==> src/shared/rmo_pkg.sv <==
// package: constants for the remote output control block
package rmo_pkg;
	localparam int          WORD_W           = 12;
	localparam int          SEL_W            = 8;
	localparam int          TERM_W           = 10;
	localparam int          FUNC_W           = 8;
	localparam int          N_ASSIGN         = 3;
	localparam int          EXT_LSB          = 0;
	localparam int          EXT_N            = 7;
	localparam int          RLY_LSB          = 7;
	localparam int          RLY_N            = 3;
	localparam logic [7:0]  SEL_CLR_ALL      = 8'h00;
	localparam logic [7:0]  SEL_KEEP_PWR     = 8'h01;
	localparam logic [7:0]  SEL_KEEP_RST     = 8'h0a;
	localparam logic [7:0]  SEL_KEEP_BOTH    = 8'h0b;
	localparam logic [7:0]  FUNC_REM_POS     = 8'h60;
	localparam logic [7:0]  FUNC_REM_NEG     = 8'hc4;
	localparam logic [7:0]  RST_SEL          = 8'h00;
	localparam logic [11:0] RST_WORD         = 12'h000;
	localparam logic [1:0]  REG_SEL          = 2'h0;
	localparam logic [1:0]  REG_WORD_ONE     = 2'h1;
	localparam logic [1:0]  REG_WORD_TWO     = 2'h2;
	typedef enum logic [1:0] {
		RMO_ST_RESET   = 2'b00,
		RMO_ST_RESTORE = 2'b01,
		RMO_ST_RUN     = 2'b10
	} rmo_state_t;
endpackage : rmo_pkg
==> src/logic/rmo_ctrl.sv <==
// module: remote output control with retention across power loss and reset
`timescale 1ns/1ns
// How it works
// retention select takes 0, 1, 10 or 11 choosing power and reset retention
// two twelve-bit data words, range 0 to 4095, start at zero
// bits 0 to 6 drive extension outputs only when that hardware is fitted
// bits 7 to 9 drive relays when fitted; bits 10 and 11 ignored
// terminal follows the words only when assigned code 96 or 196
// bit 1 turns terminal on, 0 off; negative logic inverts
// terminals not assigned remote drive keep their own function
// selection 0 or 10: power-on reset clears words and outputs
// selection 1 or 11: words saved at power loss, restored at power-up
// soft reset clears words unless selection is 10 or 11
// words writable while running regardless of write protection
// host changes outputs by writing the words over its link
// restored or cleared values reach terminals before reset sequence ends
module rmo_ctrl (
	input  wire logic                          core_clk,
	input  wire logic                          rst_n,
	input  wire logic                          power_on_reset,
	input  wire logic                          soft_reset,
	input  wire logic                          power_fail,
	input  wire logic                          reg_wr,
	input  wire logic [1:0]                    reg_addr,
	input  wire logic [rmo_pkg::WORD_W-1:0]    reg_wdata,
	input  wire logic                          write_protect_select,
	input  wire logic [rmo_pkg::FUNC_W-1:0]    output_terminal_assign [rmo_pkg::N_ASSIGN],
	input  wire logic [rmo_pkg::N_ASSIGN-1:0]  assigned_func_level,
	input  wire logic                          ext_fitted,
	input  wire logic                          relay_fitted,
	input  wire logic [rmo_pkg::WORD_W-1:0]    nv_word_one,
	input  wire logic [rmo_pkg::WORD_W-1:0]    nv_word_two,
	output logic      [rmo_pkg::SEL_W-1:0]     retention_select,
	output logic      [rmo_pkg::WORD_W-1:0]    remote_word_one,
	output logic      [rmo_pkg::WORD_W-1:0]    remote_word_two,
	output logic                               nv_save,
	output logic                               ready,
	output logic      [rmo_pkg::N_ASSIGN-1:0]  assigned_terminals,
	output logic      [rmo_pkg::EXT_N-1:0]     extension_outputs,
	output logic      [rmo_pkg::RLY_N-1:0]     relay_outputs
);
	////////////////////////////////////////////////////////////////////////
	rmo_pkg::rmo_state_t state;
	logic        keep_pwr;
	logic        keep_rst;
	logic        fail_d;
	logic        sel_ok;
	logic        wr_run;
	logic        wr_one;
	logic        wr_two;
	logic [rmo_pkg::TERM_W-1:0]   fitted;
	logic [rmo_pkg::N_ASSIGN-1:0] next_assign;
	logic [rmo_pkg::TERM_W-1:0]   next_term;

	////////////////////////////////////////////////////////////////////////
	// select decoding; the codes are read in three places, so they live in functions
	function automatic logic sel_valid(input logic [rmo_pkg::WORD_W-1:0] d);
		logic [rmo_pkg::SEL_W-1:0] s;
		s = d[rmo_pkg::SEL_W-1:0];
		// the upper data bits must be clear, whatever the low byte holds
		sel_valid = ((s == rmo_pkg::SEL_CLR_ALL)
			|| (s == rmo_pkg::SEL_KEEP_PWR)
			|| (s == rmo_pkg::SEL_KEEP_RST)
			|| (s == rmo_pkg::SEL_KEEP_BOTH))
			&& (d[rmo_pkg::WORD_W-1:rmo_pkg::SEL_W] == '0);
	endfunction : sel_valid

	function automatic logic sel_keeps_power(input logic [rmo_pkg::SEL_W-1:0] s);
		sel_keeps_power = (s == rmo_pkg::SEL_KEEP_PWR) || (s == rmo_pkg::SEL_KEEP_BOTH);
	endfunction : sel_keeps_power

	function automatic logic sel_keeps_reset(input logic [rmo_pkg::SEL_W-1:0] s);
		sel_keeps_reset = (s == rmo_pkg::SEL_KEEP_RST) || (s == rmo_pkg::SEL_KEEP_BOTH);
	endfunction : sel_keeps_reset

	// next value of one data word; power-on reset beats soft reset beats a write
	function automatic logic [rmo_pkg::WORD_W-1:0] word_update(
		input logic [rmo_pkg::WORD_W-1:0] cur,
		input logic [rmo_pkg::WORD_W-1:0] nv,
		input logic                       por,
		input logic                       srst,
		input logic                       hit,
		input logic [rmo_pkg::WORD_W-1:0] data,
		input logic                       kp,
		input logic                       kr
	);
		word_update = cur;
		if (por) begin
			if (kp) begin
				word_update = nv;
			end else begin
				word_update = rmo_pkg::RST_WORD;
			end
		end else if (srst) begin
			if (!kr) begin
				word_update = rmo_pkg::RST_WORD;
			end
		end else if (hit) begin
			word_update = data;
		end
	endfunction : word_update

	////////////////////////////////////////////////////////////////////////
	// only the four retention codes are taken; others leave the select unchanged
	assign sel_ok   = sel_valid(reg_wdata);
	assign keep_pwr = sel_keeps_power(retention_select);
	assign keep_rst = sel_keeps_reset(retention_select);
	// host writes move the words only once the sequencer runs, so a late write cannot undo a reset
	assign wr_run   = reg_wr && (state == rmo_pkg::RMO_ST_RUN);
	assign wr_one   = wr_run && (reg_addr == rmo_pkg::REG_WORD_ONE);
	assign wr_two   = wr_run && (reg_addr == rmo_pkg::REG_WORD_TWO);
	assign fitted = {{rmo_pkg::RLY_N{relay_fitted}}, {rmo_pkg::EXT_N{ext_fitted}}};

	////////////////////////////////////////////////////////////////////////
	// retention select lives in nonvolatile parameter space; rst_n is the
	// hardware reset only and returns it to its initial value
	always_ff @(posedge core_clk) begin
		if (!rst_n) begin
			retention_select <= rmo_pkg::RST_SEL;
		end else if (reg_wr && reg_addr == rmo_pkg::REG_SEL && sel_ok) begin
			retention_select <= reg_wdata[rmo_pkg::SEL_W-1:0];
		end
	end

	////////////////////////////////////////////////////////////////////////
	// sequencer: reset requests hold the block until words are settled
	always_ff @(posedge core_clk) begin
		if (!rst_n) begin
			state <= rmo_pkg::RMO_ST_RESET;
		end else if (power_on_reset || soft_reset) begin
			state <= rmo_pkg::RMO_ST_RESET;
		end else begin
			case (state)
				rmo_pkg::RMO_ST_RESET: begin
					state <= rmo_pkg::RMO_ST_RESTORE;
				end
				rmo_pkg::RMO_ST_RESTORE: begin
					state <= rmo_pkg::RMO_ST_RUN;
				end
				default: begin
					state <= rmo_pkg::RMO_ST_RUN;
				end
			endcase
		end
	end

	always_ff @(posedge core_clk) begin
		if (!rst_n) begin
			ready <= 1'b0;
		end else begin
			ready <= (state == rmo_pkg::RMO_ST_RUN) && !power_on_reset && !soft_reset;
		end
	end

	////////////////////////////////////////////////////////////////////////
	// data words; write protection is deliberately not consulted
	always_ff @(posedge core_clk) begin
		if (!rst_n) begin
			remote_word_one <= rmo_pkg::RST_WORD;
		end else begin
			remote_word_one <= word_update(remote_word_one, nv_word_one, power_on_reset,
				soft_reset, wr_one, reg_wdata, keep_pwr, keep_rst);
		end
	end

	always_ff @(posedge core_clk) begin
		if (!rst_n) begin
			remote_word_two <= rmo_pkg::RST_WORD;
		end else begin
			remote_word_two <= word_update(remote_word_two, nv_word_two, power_on_reset,
				soft_reset, wr_two, reg_wdata, keep_pwr, keep_rst);
		end
	end

	////////////////////////////////////////////////////////////////////////
	// one save pulse on the rising edge of power_fail, only while the select keeps words at power loss
	always_ff @(posedge core_clk) begin
		if (!rst_n) begin
			fail_d  <= 1'b0;
			nv_save <= 1'b0;
		end else begin
			fail_d  <= power_fail;
			nv_save <= power_fail && !fail_d && keep_pwr;
		end
	end

	////////////////////////////////////////////////////////////////////////
	rmo_term_map #(
		.TERM_W (rmo_pkg::TERM_W)
	) u_map (
		.word_one    (remote_word_one),
		.word_two    (remote_word_two),
		.func_sel    (output_terminal_assign),
		.func_level  (assigned_func_level),
		.fitted      (fitted),
		.next_assign (next_assign),
		.next_term   (next_term)
	);

	// terminals register next_assign every cycle, so values are settled before ready
	always_ff @(posedge core_clk) begin
		if (!rst_n) begin
			assigned_terminals <= '0;
		end else begin
			assigned_terminals <= next_assign;
		end
	end

	// option outputs stay low while their hardware is absent, whatever the words hold
	always_ff @(posedge core_clk) begin
		if (!rst_n) begin
			extension_outputs <= '0;
		end else begin
			extension_outputs <= next_term[rmo_pkg::EXT_LSB +: rmo_pkg::EXT_N];
		end
	end

	always_ff @(posedge core_clk) begin
		if (!rst_n) begin
			relay_outputs <= '0;
		end else begin
			relay_outputs <= next_term[rmo_pkg::RLY_LSB +: rmo_pkg::RLY_N];
		end
	end

	logic unused_wp;
	assign unused_wp = write_protect_select;
endmodule : rmo_ctrl

==> src/logic/rmo_term_map.sv <==
// module: per-terminal output selection between remote words and assigned function
`timescale 1ns/1ns
module rmo_term_map #(
	parameter int TERM_W = rmo_pkg::TERM_W
) (
	input  wire logic [rmo_pkg::WORD_W-1:0]   word_one,
	input  wire logic [rmo_pkg::WORD_W-1:0]   word_two,
	input  wire logic [rmo_pkg::FUNC_W-1:0]   func_sel [rmo_pkg::N_ASSIGN],
	input  wire logic [rmo_pkg::N_ASSIGN-1:0] func_level,
	input  wire logic [TERM_W-1:0]            fitted,
	output logic      [rmo_pkg::N_ASSIGN-1:0] next_assign,
	output logic      [TERM_W-1:0]            next_term
);
	function automatic logic is_remote(input logic [rmo_pkg::FUNC_W-1:0] f);
		is_remote = (f == rmo_pkg::FUNC_REM_POS) || (f == rmo_pkg::FUNC_REM_NEG);
	endfunction : is_remote

	logic [TERM_W-1:0] bits;
	// the two words are both remote output images; either one turns a bit on
	assign bits = fitted & (word_one[TERM_W-1:0] | word_two[TERM_W-1:0]);

	always_comb begin
		for (int i = 0; i < rmo_pkg::N_ASSIGN; i++) begin
			if (is_remote(func_sel[i])) begin
				// assigned terminal i follows bit i; negative logic inverts
				next_assign[i] = bits[i] ^ (func_sel[i] == rmo_pkg::FUNC_REM_NEG);
			end else begin
				next_assign[i] = func_level[i];
			end
		end
		next_term = bits;
	end
endmodule : rmo_term_map

==> config.mk <==
export PLATFORM = sky130hd
export DESIGN_NAME = rmo_ctrl
export DESIGN_NICKNAME = d
export VERILOG_FILES = /design/src/shared/rmo_pkg.sv /design/src/logic/rmo_ctrl.sv /design/src/logic/rmo_term_map.sv
export SDC_FILE = /design/constraint.sdc
export NUM_CORES = 1
export LEC_CHECK = 0
export ABC_AREA = 1
export BUFFER_PORTS_ARGS = -buffer_cell sky130_fd_sc_hd__clkbuf_2
export CAP_MARGIN = 10
export CORE_UTILIZATION = 47
export DETAILED_ROUTE_END_ITERATION = 6
export PLACE_DENSITY = 0.9
export SKIP_LAST_GASP = 1
export SYNTH_ARGS = -nofsm -noshare
export SYNTH_HDL_FRONTEND = slang
export SYNTH_SLANG_ARGS = --single-unit
==> constraint.sdc <==
create_clock -name core_clk -period 1.4 [get_ports core_clk]
set_input_delay 0.28 -clock core_clk [delete_from_list [all_inputs] [get_ports core_clk]]
set_output_delay 0.28 -clock core_clk [all_outputs]
set_load 0.01 [all_outputs]
==> key figures <==
Floorplan
  • Die footprint: roughly 6000 um2
  • # IOs: 121
  • Core area: 5507 um2
  • Number of cell rows: 27
  • Initial core utilization: approximately half
  • Die W: between 70 and 80 um
  • Die height: approximately 78 um

Timing
  • Hold WS: ~0.17 ns
  • Fin crit share: between 90% and 100%
  • Clock period minus worst slack: between 1 and 1.5 ns
  • Endpoints failing setup: 0
  • Clock Skew: 0.004070 ns
  • Fmax: between 700 and 800 MHz
  • Slew Limit Fails: 0
  • Setup TNS: 0 ns
  • Rel. slew slack: 74.14%
  • Least-Margin Pin Slew: just under 0.4 ns
  • Fin. Hold Viols: 0

Placement
  • DP HPWL: 5615 um
  • Final GP Congestion: ~0.82
  • Port bufs: between 100 and 150
  • Placed Cells: a little over 600

Worst hold path
  • Tightest Hold Check Type: input pin to flop

Setup path
  • Crit path capture type: flop
  • Worst-path fanout max: 7
  • Startpoint types: flop
  • Crit Path Class: flop to flop
  • Worst Path Arrival: ~1.5 ns
  • Worst EP required: between 1.5 and 2 ns

Cells and area
  • Sequential cell area: between 1000 and 1500 um2
  • FILL cells: about 510
  • Inserted Diodes: 0
  • Synth-to-Final Area Change: 28.64%
  • Fin util: between 60% and 70%
  • Post-layout nets: ~630
  • Finished Layout Cells: roughly 620
  • Layout cells sized above 1: 27.54%
  • Area of the multi-input gates: between 1000 and 1500 um2

Yosys
  • Synth area leader: dfxtp_1
  • Synthesized instance count: 430
  • Avg Cell Area, Syn: roughly 6.3 um2
  • Synth async-reset ratio: 0%
  • Synth unique cells: 23
  • Yosys warning count: 0
  • EDFF count, synth: 0
  • Synth cell count leaders: nand2_1 (120), nor2_1 (80), inv_1 (61)
  • Synth Flop Type: dfxtp_1
  • Syn_nets: slightly above 500
  • Most common cell in the netlist: nand2_1
  • Mapped Area: about 2700 um2
  • Sequential area share after synthesis: a little under two fifths
  • Yosys top cell area share: a little under two fifths
  • Synth top area cells: dfxtp_1 (37%), nand2_1 (17%), nor2_1 (11%), inv_1 (8.5%), nand3_1 (7.6%)
  • Flop and latch count out of synthesis: 50

Clocking
  • Clock edge transition at the registers on the reported setup and hold paths: around 0.090 ns
  • Max clock buf depth: 2
  • Skew-Pair Late Insertion Delay: ~0.30 ns
  • Clock root buffer: clkbuf_8
  • Clock sink count: 50
  • H-Tree Depth: 2
  • TritonCTS Buffers: 5
  • TritonCTS clock tree: done

Global route
  • First-pass GRT wire length: ~12000 um
  • Total gr overflow: 0
  • Vias in the first global route: approximately 2900
  • Largest net degree at the start of global routing: 26
  • Initial antenna violation count: 0
  • Tot GR Track Use: roughly a quarter

Routing
  • Post-route ant nets: 0
  • Iter 0 DRT Violations: 140
  • DR pass1 iterations: 4
  • Vias per cell: between 4 and 5
  • DRC errors left: 0
  • DRT Wirelength: roughly 7000 um
  • Vias: slightly below 3000
  • Routed length per instance: 11.51 um

Power
  • Clk network pwr share: around 30%
  • Peak VDD IR: 520.6 uV
  • Switching power: between 0.8 and 0.9 mW
  • Int Pwr: about 2.1 mW
  • Power density of the placed cells: approximately 840 nW/um2
  • Flop pwr share: about half
  • Part of the power in combinational logic: between 10% and 20%
  • Net switching fraction of the power: about 28%
  • Leak: just under 2 nW

Flow run
  • # Max-Cap Violations: 0

Status
  • Status: finished clean
power by group through the flow:
stage / Sequential, mW / Combinational (mW) / Clock (mW)
floorplan: 1.56 / 0.258 / 0
global placement: 1.54 / 0.499 / 0
detailed placement: 1.54 / 0.510 / 0
CTS: 1.51 / 0.513 / 0.906
global route: 1.52 / 0.589 / 0.953
finish: 1.51 / 0.520 / 0.876
layout by cell type (no fill, tap or decap), drive strengths merged:
cell / instances
clkbuf: 125
nand2: 124
nor2: 81
inv: 62
dfxtp: 50
nand3: 43
nor3: 31
buf: 14
a21oi: 10
and2: 3
o21bai: 2
xor2: 1
nor4: 1
nor3b: 1
o21ai: 1
nand3b: 1
clkinvlp: 1
clkinv: 1
cell type report:
class	count	area share, %
timing repair buffer	133	20.68
clock buffer	6	2.382
multi-input combinational	299	38.40
tap	72	2.598
clock inverter	2	0.3609
sequential	50	28.87
inverter	62	6.712
path summary, 6_finish.rpt:
kind,from,slack [ns],cells past startpoint,to
worst max-delay path,state[0],0.12,7,remote_word_two[5]
worst min-delay path,power_fail,0.17,3,fail_d
worst max register to register,state[0],0.12,7,remote_word_two[5]
worst min register to register,fail_d,0.40,1,nv_save
registers in the layout (all words and copies together), names as in the netlist:
name / cells
fail_d: 1
state: 2
extension_outputs: 7
nv_save: 1
remote_word_one: 12
retention_select: 8
remote_word_two: 12
assigned_terminals: 3
relay_outputs: 3
ready: 1
per-layer routing:
metal | vias up | share of wire [%] | GRT usage, %
li1 | 1548 | - | -
met1 | 1321 | 43 | 28.02
met2 | 106 | 48 | 45.49
met3 | 9 | 7.4 | 5.176
met4 | 0 | 1.4 | 7.925
met5 | - | 0 | 0
kinds of logic (layout without fill, tap and decap cells):
group / after synthesis / after routing / share of synthesized area, %
compound gates: 13 / 13 / 3.436
flops: 50 / 50 / 37.14
buf+inv: 81 / 203 / 13.83
simple gates: 285 / 285 / 44.99
xor+xnor: 1 / 1 / 0.6037
worst max-delay path, stage by stage (launching register included):
cell and delay, ns:
dfxtp_1 0.33, inv_1 0.07, nand2_1 0.09, o21bai_4 0.25
buf_4 0.19, nand3_1 0.07, nor2_1 0.12, nor2_1 0.05
repair_timing:
item | CTS | global route
setup endpoints to repair | 0 | 19
gates resized for setup | 0 | 3
hold buffers | 0 | 0
buffers inserted | 0 | 2
stage by stage:
stage | worst slack [ns] | cell area [um2] | total power, mW
after floorplan | 0.1841 | 2695 | 1.823
after global placement | 0.1062 | 3343 | 2.037
after detailed placement | 0.03343 | 3343 | 2.052
after CTS | 0.06711 | 3438 | 2.927
after global routing | -0.01617 | 3467 | 3.057
final | 0.1236 | 3467 | 2.903
No activity file was read; power rests on OpenSTA's default activity.
